File: src/logic/frame_builder_pkg.sv
// Purpose: constants shared by the response frame builder
// Assumes: bytes leave msb of each multi-byte field first
// Notes: register offsets are byte addresses on the axi4-lite bus
package frame_builder_pkg;
    localparam logic [7:0] DELIM = 8'h7e;
    localparam logic [7:0] LEN_HI = 8'h00;
    localparam logic [7:0] TYPE_CMD_RSP = 8'h88;
    localparam logic [7:0] TYPE_STATUS = 8'h8a;
    localparam logic [7:0] CK_BASE = 8'hff;
    localparam logic [7:0] ID_NONE = 8'h00;
    localparam logic [3:0] CMD_BASE_LEN = 4'h5;
    localparam logic [3:0] STAT_LEN = 4'h2;
    localparam logic [2:0] DATA_MAX = 3'h4;
    localparam int PAY_DEPTH = 9;
    // result codes
    localparam logic [7:0] RES_OK = 8'h00;
    localparam logic [7:0] RES_ERROR = 8'h01;
    localparam logic [7:0] RES_BAD_CMD = 8'h02;
    localparam logic [7:0] RES_BAD_PARAM = 8'h03;
    localparam logic [7:0] RES_TX_FAIL = 8'h04;
    // status codes
    localparam logic [7:0] ST_HW_RESET = 8'h00;
    localparam logic [7:0] ST_WDT_RESET = 8'h01;
    localparam logic [7:0] ST_JOINED = 8'h02;
    localparam logic [7:0] ST_DISASSOC = 8'h03;
    localparam logic [7:0] ST_COORD_UP = 8'h06;
    localparam logic [7:0] ST_KEY_UPDATED = 8'h07;
    localparam logic [7:0] ST_VOLT_LIMIT = 8'h0d;
    localparam logic [7:0] ST_KEY_EST = 8'h10;
    localparam logic [7:0] ST_STACK_ERR = 8'h80;
    // register map
    localparam logic [3:0] A_CTRL = 4'h0;
    localparam logic [3:0] A_STATE = 4'h4;
    localparam logic [3:0] A_IRQ_STAT = 4'h8;
    localparam logic [3:0] A_IRQ_MASK = 4'hc;
    localparam int IRQ_W = 4;
    localparam int B_CMD_DONE = 0;
    localparam int B_STAT_DONE = 1;
    localparam int B_SUPPRESS = 2;
    localparam int B_STACK_ERR = 3;
    localparam logic CTRL_RST = 1'b1;
    localparam logic [1:0] RESP_OKAY = 2'b00;
    localparam logic [1:0] RESP_SLVERR = 2'b10;
    typedef enum logic [3:0] {
        S_IDLE = 4'b0001,
        S_HEAD = 4'b0010,
        S_PAY = 4'b0100,
        S_CK = 4'b1000
    } fb_state_t;
endpackage : frame_builder_pkg

File: src/logic/api_response_frame_builder.sv
// Purpose: builds command response and status report frames onto a byte stream
// Assumes: upstream hands one record per response frame; uart drains tx bytes
// Notes: Behaviour
//
// Our own choices: the register addresses and the AXI4-Lite register port.
`timescale 1ns/1ps
module api_response_frame_builder
    import frame_builder_pkg::*;
(
    // clock and reset
    input logic aclk,
    input logic aresetn,
    // axi4-lite slave
    input logic [3:0] s_axi_awaddr,
    input logic s_axi_awvalid,
    output logic s_axi_awready,
    input logic [31:0] s_axi_wdata,
    input logic [3:0] s_axi_wstrb,
    input logic s_axi_wvalid,
    output logic s_axi_wready,
    output logic [1:0] s_axi_bresp,
    output logic s_axi_bvalid,
    input logic s_axi_bready,
    input logic [3:0] s_axi_araddr,
    input logic s_axi_arvalid,
    output logic s_axi_arready,
    output logic [31:0] s_axi_rdata,
    output logic [1:0] s_axi_rresp,
    output logic s_axi_rvalid,
    input logic s_axi_rready,
    // command result records
    input logic cmd_valid,
    output logic cmd_ready,
    input logic [7:0] cmd_frame_id,
    input logic [7:0] cmd_name_hi,
    input logic [7:0] cmd_name_lo,
    input logic [7:0] cmd_result,
    input logic cmd_is_query,
    input logic [2:0] cmd_data_len,
    input logic [31:0] cmd_data,
    input logic cmd_last,
    // status events
    input logic stat_valid,
    output logic stat_ready,
    input logic [7:0] stat_code,
    input logic coord_formed,
    input logic boot_by_wdt,
    // byte stream to uart
    output logic tx_valid,
    input logic tx_ready,
    output logic [7:0] tx_data,
    // interrupt
    output logic irq
);
    fb_state_t st_q, st_d;
    logic [3:0] idx_q, idx_d, len_q, len_d;
    logic [7:0] sum_q, sum_d, tx_data_q, tx_data_d;
    logic [7:0] pay_q [PAY_DEPTH];
    logic [7:0] pay_d [PAY_DEPTH];
    logic is_cmd_q, is_cmd_d, boot_q, boot_d, coord_q, coord_d;
    logic [7:0] burst_q, burst_d;
    logic [IRQ_W-1:0] ev;
    logic hs, take_cmd, take_boot, take_coord, take_stat, idle_en;
    logic [31:0] shifted;
    logic [2:0] dlen;

    function automatic logic [7:0] cksum(input logic [7:0] s);
        cksum = CK_BASE - s;
    endfunction : cksum

    // register state
    logic en_q, en_d;
    logic [IRQ_W-1:0] ist_q, ist_d, imask_q, imask_d;
    logic aw_h_q, aw_h_d, w_h_q, w_h_d, bv_q, bv_d, rv_q, rv_d;
    logic [3:0] awa_q, awa_d;
    logic [31:0] wd_q, wd_d, rd_q, rd_d;
    logic ws_q, ws_d;
    logic [1:0] br_q, br_d, rr_q, rr_d;
    logic do_wr;

    assign hs = tx_valid && tx_ready;
    assign idle_en = (st_q == S_IDLE) && en_q;
    // status reports take priority: they are rare and must not wait behind bursts
    assign take_boot = idle_en && boot_q;
    assign take_coord = idle_en && !boot_q && coord_q;
    assign stat_ready = idle_en && !boot_q && !coord_q;
    assign take_stat = stat_ready && stat_valid;
    assign cmd_ready = stat_ready && !stat_valid;
    assign take_cmd = cmd_ready && cmd_valid;
    assign dlen = (cmd_data_len > DATA_MAX) ? DATA_MAX : cmd_data_len;
    assign shifted = cmd_data << {(DATA_MAX - dlen), 3'b000};
    assign tx_valid = (st_q != S_IDLE);
    assign tx_data = tx_data_q;

    always_comb begin
        st_d = st_q;
        idx_d = idx_q;
        len_d = len_q;
        sum_d = sum_q;
        tx_data_d = tx_data_q;
        pay_d = pay_q;
        is_cmd_d = is_cmd_q;
        boot_d = boot_q && !take_boot;
        // a formed-network pulse during the take of an older one is kept
        coord_d = (coord_q && !take_coord) || coord_formed;
        burst_d = burst_q;
        ev = '0;
        if (take_boot || take_coord || take_stat) begin
            pay_d[0] = TYPE_STATUS;
            if (take_boot) begin
                pay_d[1] = boot_by_wdt ? ST_WDT_RESET : ST_HW_RESET;
            end else if (take_coord) begin
                pay_d[1] = ST_COORD_UP;
            end else begin
                // codes such as join, key or voltage events pass unchanged
                pay_d[1] = stat_code;
                ev[B_STACK_ERR] = (stat_code >= ST_STACK_ERR);
            end
            len_d = STAT_LEN;
            is_cmd_d = 1'b0;
        end
        if (take_cmd) begin
            burst_d = cmd_last ? 8'h00 : burst_q + 8'h01;
            if (cmd_frame_id == ID_NONE) begin
                ev[B_SUPPRESS] = 1'b1;
            end else begin
                pay_d[0] = TYPE_CMD_RSP;
                pay_d[1] = cmd_frame_id;
                pay_d[2] = cmd_name_hi;
                pay_d[3] = cmd_name_lo;
                pay_d[4] = cmd_result;
                for (int k = 0; k < DATA_MAX; k++) begin
                    pay_d[CMD_BASE_LEN + k] = shifted[31 - 8 * k -: 8];
                end
                len_d = cmd_is_query ? CMD_BASE_LEN + {1'b0, dlen} : CMD_BASE_LEN;
                is_cmd_d = 1'b1;
            end
        end
        if (take_boot || take_coord || take_stat
            || (take_cmd && cmd_frame_id != ID_NONE)) begin
            st_d = S_HEAD;
            idx_d = '0;
            sum_d = '0;
            tx_data_d = DELIM;
        end
        case (st_q)
            S_IDLE: begin
            end
            S_HEAD: begin
                if (hs) begin
                    if (idx_q == 4'h2) begin
                        st_d = S_PAY;
                        idx_d = '0;
                        tx_data_d = pay_q[0];
                    end else begin
                        idx_d = idx_q + 4'h1;
                        tx_data_d = (idx_q == 4'h0) ? LEN_HI : {4'h0, len_q};
                    end
                end
            end
            S_PAY: begin
                if (hs) begin
                    sum_d = sum_q + pay_q[idx_q];
                    if (idx_q == len_q - 4'h1) begin
                        st_d = S_CK;
                        tx_data_d = cksum(sum_q + pay_q[idx_q]);
                    end else begin
                        idx_d = idx_q + 4'h1;
                        tx_data_d = pay_q[idx_q + 4'h1];
                    end
                end
            end
            S_CK: begin
                if (hs) begin
                    st_d = S_IDLE;
                    ev[B_CMD_DONE] = is_cmd_q;
                    ev[B_STAT_DONE] = !is_cmd_q;
                end
            end
            default: st_d = S_IDLE;
        endcase
    end

    always_ff @(posedge aclk) begin
        if (!aresetn) begin
            st_q <= S_IDLE;
            idx_q <= '0;
            len_q <= '0;
            sum_q <= '0;
            tx_data_q <= '0;
            is_cmd_q <= 1'b0;
            boot_q <= 1'b1; // report the reset once enabled
            coord_q <= 1'b0;
            burst_q <= '0;
            for (int i = 0; i < PAY_DEPTH; i++) begin
                pay_q[i] <= '0;
            end
        end else begin
            st_q <= st_d;
            idx_q <= idx_d;
            len_q <= len_d;
            sum_q <= sum_d;
            tx_data_q <= tx_data_d;
            is_cmd_q <= is_cmd_d;
            boot_q <= boot_d;
            coord_q <= coord_d;
            burst_q <= burst_d;
            pay_q <= pay_d;
        end
    end

    // axi4-lite slave: address and data taken in either order
    assign s_axi_awready = !aw_h_q && !bv_q;
    assign s_axi_wready = !w_h_q && !bv_q;
    assign s_axi_bvalid = bv_q;
    assign s_axi_bresp = br_q;
    assign s_axi_arready = !rv_q;
    assign s_axi_rvalid = rv_q;
    assign s_axi_rdata = rd_q;
    assign s_axi_rresp = rr_q;
    assign do_wr = aw_h_q && w_h_q;
    assign irq = |(ist_q & imask_q);

    always_comb begin
        aw_h_d = aw_h_q;
        w_h_d = w_h_q;
        awa_d = awa_q;
        wd_d = wd_q;
        ws_d = ws_q;
        bv_d = bv_q;
        br_d = br_q;
        rv_d = rv_q;
        rd_d = rd_q;
        rr_d = rr_q;
        en_d = en_q;
        imask_d = imask_q;
        ist_d = ist_q;
        if (s_axi_awvalid && s_axi_awready) begin
            aw_h_d = 1'b1;
            awa_d = s_axi_awaddr;
        end
        if (s_axi_wvalid && s_axi_wready) begin
            w_h_d = 1'b1;
            wd_d = s_axi_wdata;
            ws_d = s_axi_wstrb[0];
        end
        if (do_wr) begin
            aw_h_d = 1'b0;
            w_h_d = 1'b0;
            bv_d = 1'b1;
            br_d = RESP_OKAY;
            case (awa_q)
                A_CTRL: if (ws_q) en_d = wd_q[0];
                A_IRQ_STAT: if (ws_q) ist_d = ist_q & ~wd_q[IRQ_W-1:0];
                A_IRQ_MASK: if (ws_q) imask_d = wd_q[IRQ_W-1:0];
                A_STATE: begin
                end
                default: br_d = RESP_SLVERR;
            endcase
        end else if (bv_q && s_axi_bready) begin
            bv_d = 1'b0;
        end
        // new events win over a clear in the same cycle
        ist_d = ist_d | ev;
        if (s_axi_arvalid && s_axi_arready) begin
            rv_d = 1'b1;
            rr_d = RESP_OKAY;
            case (s_axi_araddr)
                A_CTRL: rd_d = {31'h0, en_q};
                A_STATE: rd_d = {16'h0, burst_q, 3'h0, boot_q, st_q};
                A_IRQ_STAT: rd_d = {28'h0, ist_q};
                A_IRQ_MASK: rd_d = {28'h0, imask_q};
                default: begin
                    rd_d = '0;
                    rr_d = RESP_SLVERR;
                end
            endcase
        end else if (rv_q && s_axi_rready) begin
            rv_d = 1'b0;
        end
    end

    always_ff @(posedge aclk) begin
        if (!aresetn) begin
            aw_h_q <= 1'b0;
            w_h_q <= 1'b0;
            awa_q <= '0;
            wd_q <= '0;
            ws_q <= 1'b0;
            bv_q <= 1'b0;
            br_q <= RESP_OKAY;
            rv_q <= 1'b0;
            rd_q <= '0;
            rr_q <= RESP_OKAY;
            en_q <= CTRL_RST;
            ist_q <= '0;
            imask_q <= '0;
        end else begin
            aw_h_q <= aw_h_d;
            w_h_q <= w_h_d;
            awa_q <= awa_d;
            wd_q <= wd_d;
            ws_q <= ws_d;
            bv_q <= bv_d;
            br_q <= br_d;
            rv_q <= rv_d;
            rd_q <= rd_d;
            rr_q <= rr_d;
            en_q <= en_d;
            ist_q <= ist_d;
            imask_q <= imask_d;
        end
    end
endmodule : api_response_frame_builder

File: config.mk
export PLATFORM = sky130hd
export DESIGN_NAME = api_response_frame_builder
export DESIGN_NICKNAME = d
export VERILOG_FILES = /design/src/logic/frame_builder_pkg.sv /design/src/logic/api_response_frame_builder.sv
export SDC_FILE = /design/constraint.sdc
export NUM_CORES = 1
export LEC_CHECK = 0
export ABC_AREA = 1
export BUFFER_PORTS_ARGS = -buffer_cell sky130_fd_sc_hd__clkbuf_2
export CORE_MARGIN = 3
export CORE_UTILIZATION = 55
export DETAILED_ROUTE_END_ITERATION = 7
export HOLD_SLACK_MARGIN = 0.08
export PLACE_DENSITY = 0.81
export SETUP_SLACK_MARGIN = 0.02
export SKIP_CTS_REPAIR_TIMING = 1
export SLEW_MARGIN = 20
export SYNTH_ARGS = -nofsm -noshare
export SYNTH_HDL_FRONTEND = slang
export SYNTH_SLANG_ARGS = --single-unit
export TNS_END_PERCENT = 10
File: constraint.sdc
create_clock -name aclk -period 3.8 [get_ports aclk]
set_input_delay 0.57 -clock aclk [delete_from_list [all_inputs] [get_ports aclk]]
set_output_delay 0.57 -clock aclk [all_outputs]
set_load 0.005 [all_outputs]
Yosys cells after proc, flatten, opt, wreduce, memory -nomap -nowiden. Index checks and enable logic that the tools add are counted. W data, S select, Z words.

Register bits after elaboration: 169. Output and inout port bits: 53.

Eq/ne operators: 13. Reductions and logical operators: 48. Shifts and indexed selects: 1. Muxes and demuxes: 61. $add $sub $neg: 7. Bitwise operators: 8. Magnitude comparators: 4.

Operator list (count): $mux W72 (2); $mux W8 (15); $mux W4 (19); $bmux W8 S4 (2); $pmux W16 S4 (1); $shl A32 B6 Y32 (1); $eq A4 B4 Y1 const B (5); $logic_and A1 B1 Y1 (20); $mux W16 (1); $pmux W4 S4 (1); $pmux W8 S2 (1); $mux W1 (13); $eq A4 B3 Y1 const B (3); $logic_not A4 Y1 (3); $reduce_or A4 Y1 (3); $ge A5 B5 Y1 const B (2); $logic_not A1 Y1 (10); $not A4 Y5 (2); $add A8 B1 Y8 const B (1); $add A8 B8 Y8 (1); $and A4 B4 Y4 (2); $eq A4 B2 Y1 const B (2); $ge A8 B8 Y1 const B (1); $logic_not A8 Y1 (1); 21 further kinds (30).

Longest topological paths before layout.
Depth in word-level cells: 12. Depth in mapped cells: 22. Gate-level depth less buffers: 19.

Worst setup path before layout. Ideal clock, no wire load.

Path kind: register -> register. Start point: register idx_q[0]. End point: register tx_data_q[6] (netlist: tx_data[6]). Path buffers: 2. Slack: 0.894 ns. Setup time: 0.109 ns. Required time: 3.691 ns. Stages on the path, launching flop included: 19. Arrival: 2.798 ns. Cells stage by stage: dfxtp_1 buf_2 buf_6 nor4_1 nand2_1 o311ai_0 ha_1 inv_1 fa_1 inv_1 nand4_1 nand3_1 nand2_1 nand2_1 nand2_1 nand3_1 nand3_1 nand2_1 inv_1.

Cells in the longest elaborated chain, start to end: 9. Elaborated cells between the ends (all ways): 18. Those cells by class: add/sub (3); eq/ne (2); mux (11); bitwise (2).

RTL lines: start: declaration (line api_response_frame_builder.sv:56) `logic [3:0] idx_q, idx_d, len_q, len_d;`; start signal: assignment (line api_response_frame_builder.sv:200) `idx_q <= idx_d;`; $not A4 Y5 (implied by the code) (line api_response_frame_builder.sv:166) `tx_data_d = cksum(sum_q + pay_q[idx_q]);`; $bmux W8 S4 (line api_response_frame_builder.sv:166); $mux W8 (implied by the code) (2 in a row) (line api_response_frame_builder.sv:166); $add A8 B8 Y8 (line api_response_frame_builder.sv:166); $sub A8 B8 Y8 (line api_response_frame_builder.sv:68) `cksum = CK_BASE - s;`; $mux W8 (line api_response_frame_builder.sv:164) `if (idx_q == len_q - 4'h1) begin`; $mux W8 (line api_response_frame_builder.sv:162) `if (hs) begin`; $pmux W8 S2 (*) (line api_response_frame_builder.sv:146) `case (st_q)`; end signal: assignment (line api_response_frame_builder.sv:203) `tx_data_q <= tx_data_d;`; end: declaration (line api_response_frame_builder.sv:57) `logic [7:0] sum_q, sum_d, tx_data_q, tx_data_d;`.

Mark *: on every way between the ends. The rest lies on a longest branch, timed or not. The select of a mux whose other input is x is not followed. A chain may end at the register's enable or synchronous reset.

Worst setup path in the final report.
Start point: register idx_q[2]. End point: register tx_data_q[6] (netlist: tx_data[6]).

The elaborated chain is that of the path after synthesis.

==> out/metrics.csv <==
stage,metric,value,unit
hold_path,hold_class,in -> reg,
pwr,pwr-share-comb,25.3,%
routing,vias,9030,
routing,totalWireLength,25.0,mm
sta,finalHoldViolCount,0,
synthesis,synthSimpleGateAreaFrac,23.6,%
finish,mostFrequentLayoutCells,"nand2_1, o21ai_0, inv_1",
setup_path,cp-end-kind,flop,
setup_path,crit_type,reg -> reg,
die,die_area,16900,µm²
cts,clk_pin_slew_worst_paths,0.06,ns
finish,final_nets,1526,
cts,cts_made_buffers,17,
run,maxCapViolCount,0,
setup_path,required,4.13,ns
synthesis,syn_inst,1265,
synthesis,synth_fa_ha_area_share,2.30,%
setup_path,r2r_setup_slack,0.58,ns
hold_path,min_to,coord_q,
die,die-width,130,µm
cts,cts_tree,done,
placed_design,hpwl,18.4,mm
cts,worstSkewPairLatency,0.43,ns
setup_path,reg2reg_to,tx_data[6],
grt,antenna_found_initial,0,
synthesis,synth_xor_area_share,1.64,%
sta,tightest_slew,0.717,ns
grt,grt_max_degree,92,
pwr,total_power,0.00469,W
synthesis,ys_seq_elements,148,
routing,avgRoutedWirePerCell,15.9,µm
setup_path,r2r-start,idx_q[2],
synthesis,ys.flop_type,dfxtp_1,
pwr,p_leak,4.25,nW
synthesis,muxShareOfSynthArea,0,%
sta,finalSetupTns,0,ns
cts,cts_root_buf,clkbuf_16,
pwr,vdd_drop_max,0.335,mV
placed_design,routabilityCongestion,0.958,
die,die_h,130,µm
grt,grt_overflow_total,0,
cts,cts_sinks,148,
setup_path,crit_arrival,3.55,ns
synthesis,ys_seq_area_share,34.9,%
sta,timing.final.crit_share,84.8,%
synthesis,async_flop_share,0,%
pwr,p_int,0.00307,W
synthesis,synth_compound_gate_area_share,25.1,%
synthesis,synth_top_family_by_area,compound AO/OA/AOI/OAI gates,
die,start_util,57.3,%
pwr,power_density,480,nW/µm²
finish,diodes,0,
setup_path,ff2ff_path_depth,17,
routing,drtPass1Iterations,8,
placed_design,numPortBuffers,133,
sta,finalSetupViolations,0,
cts,htreeDepth,4,
pwr,sw_frac_of_total,34.6,%
pwr,clkPwrFrac,36.6,%
pwr,seqPwrFrac,38.1,%
die,rows,44,
pwr,p_switching,0.00163,W
finish,areaGrowthSynthToFinish,15.4,%
hold_path,min_from,coord_formed,
synthesis,yosys_warnings,0,
sta,final.min_clock_period,3.22,ns
routing,drc,0,
routing,ant_nets,0,
finish,final_layout_size_suffix_gt1_share,15.5,%
grt,track_usage,29.5,%
grt,grt_pass1_wl,39.7,mm
synthesis,synth_cell_type_count,52,
sta,drv_slew,0,
sta,rsz0062_at_grt,false,
routing,viasPerCell,5.73,
synthesis,syn_area,8480,µm²
die,ios,186,
cts,clock_path_buffers,2,
routing,drt_iter0_drc,1095,
synthesis,syn_area_per_cell,6.70,µm²
hold_path,min_path_cells,3,
sta,fin_skew,0.00821,ns
sta,max_freq,0.310,GHz
die,design.core.area,14800,µm²
setup_path,critPathMaxFanout,8,
sta,slew_headroom,52.1,%
synthesis,synth-edff-count,0,
status,status,"finished, final reports clean",
finish,final_common_cell,nand2_1,
setup_path,start_kind,flop,
grt,grt_pass1_vias,8042,
==> worst max-delay path, cell delays in order (launching register included) <==
cell and delay (ns):
dfxtp_1 0.41, nor2_2 0.40, inv_1 0.16, o311ai_0 0.43, buf_4 0.20, ha_1 0.18, inv_1 0.07, fa_1 0.42
inv_1 0.10, nand4_1 0.12, nand3_1 0.11, nand2_1 0.05, nand2_1 0.13, nand2_1 0.07, nand3_1 0.09, nand3_1 0.07
nand2_1 0.07, inv_1 0.03
==> flip-flops by register name, indices dropped and copies added (netlist names), 4 cells and up <==
signal,count
burst_q,8
len_q,4
s_axi_rdata,13
awa_q,4
ist_q,4
imask_q,4
tx_data,8
sum_q,8
st_q,4
idx_q,4
wd_q,4
pay_q,72
==> cell type report <==
cell class                 count  area (µm²)
fill                        1304        5020
clock inverter                14         168
clock buffer                  18         429
multi-input combinational    894        4540
tap                          184         230
inverter                     162         608
timing repair buffer         155         843
sequential                   148        2960
==> power groups by stage <==
stage	Clock [W]	Combinational [W]	Sequential, W
2_1_floorplan	0	0.000824	0.00179
3_3_place_gp	0	0.00113	0.00181
3_5_place_dp	0	0.00115	0.00182
4_1_cts	0.00172	0.00116	0.00178
5_1_grt	0.00180	0.00132	0.00180
6_report	0.00172	0.00119	0.00179
==> cells by family (layout without fill, tap and decap cells) <==
family                   Yosys count  count (layout)
AND/OR/NAND/NOR                  463             463
AO/OA/AOI/OAI                    380             380
buffers and inverters            243             349
flip-flops                       148             148
adder cells (fa/ha/maj)           15              15
XOR/XNOR                          15              15
other                              1              21
==> metal layers <==
layer  global-route usage, %  routed length [µm]  vias up
met1                    42.0               10900     4110
met3                    6.71                2400       52
met4                    9.47                 493        0
met2                    44.2               11300      448
li1                        -                   -     4420
met5                       0                   0        -
==> how the worst max path moves through the flow <==
stage | slack (ns) | startpoint | to
final | 0.58 | idx_q[2] | tx_data[6]
after global placement | 0.75 | idx_q[2] | tx_data[6]
after global routing | 0.31 | idx_q[2] | tx_data[6]
after floorplan | 0.89 | idx_q[0] | tx_data[6]
after CTS | 0.65 | idx_q[2] | tx_data[6]
after detailed placement | 0.71 | idx_q[2] | tx_data[6]
==> Yosys cell counts (5+ instances only) <==
library cell / n / area [µm²]
a211oi_1: 11 / 82.6
a21oi_1: 145 / 726
a31oi_1: 8 / 50.1
buf_1: 5 / 18.8
buf_2: 18 / 90.1
buf_4: 24 / 180
clkbuf_1: 31 / 116
dfxtp_1: 148 / 2960
ha_1: 14 / 175
inv_1: 153 / 574
inv_2: 6 / 22.5
nand2_1: 246 / 923
nand3_1: 89 / 445
nand4_1: 12 / 75.1
nor2_1: 85 / 319
nor3_1: 6 / 30.0
o211ai_1: 5 / 37.5
o21ai_0: 162 / 811
o22ai_1: 17 / 106
o32ai_1: 9 / 78.8
xnor2_1: 6 / 52.6
xor2_1: 8 / 70.1
==> per-stage QoR <==
step | setup slack [ns] | hold slack (ns) | cells | instance area [µm²] | util [%]
finish | 0.578 | 0.354 | 1575 | 9790 | 66.1
global route | 0.311 | 0.362 | 1575 | 9790 | 66.1
CTS | 0.646 | 0.349 | 1575 | 9790 | 66.1
detailed placement | 0.710 | 0.460 | 1543 | 9190 | 62.1
global placement | 0.752 | 0.450 | 1543 | 9190 | 62.1
floorplan | 0.894 | 0.436 | 1285 | 8550 | -
(Power assumes the default switching activity.)
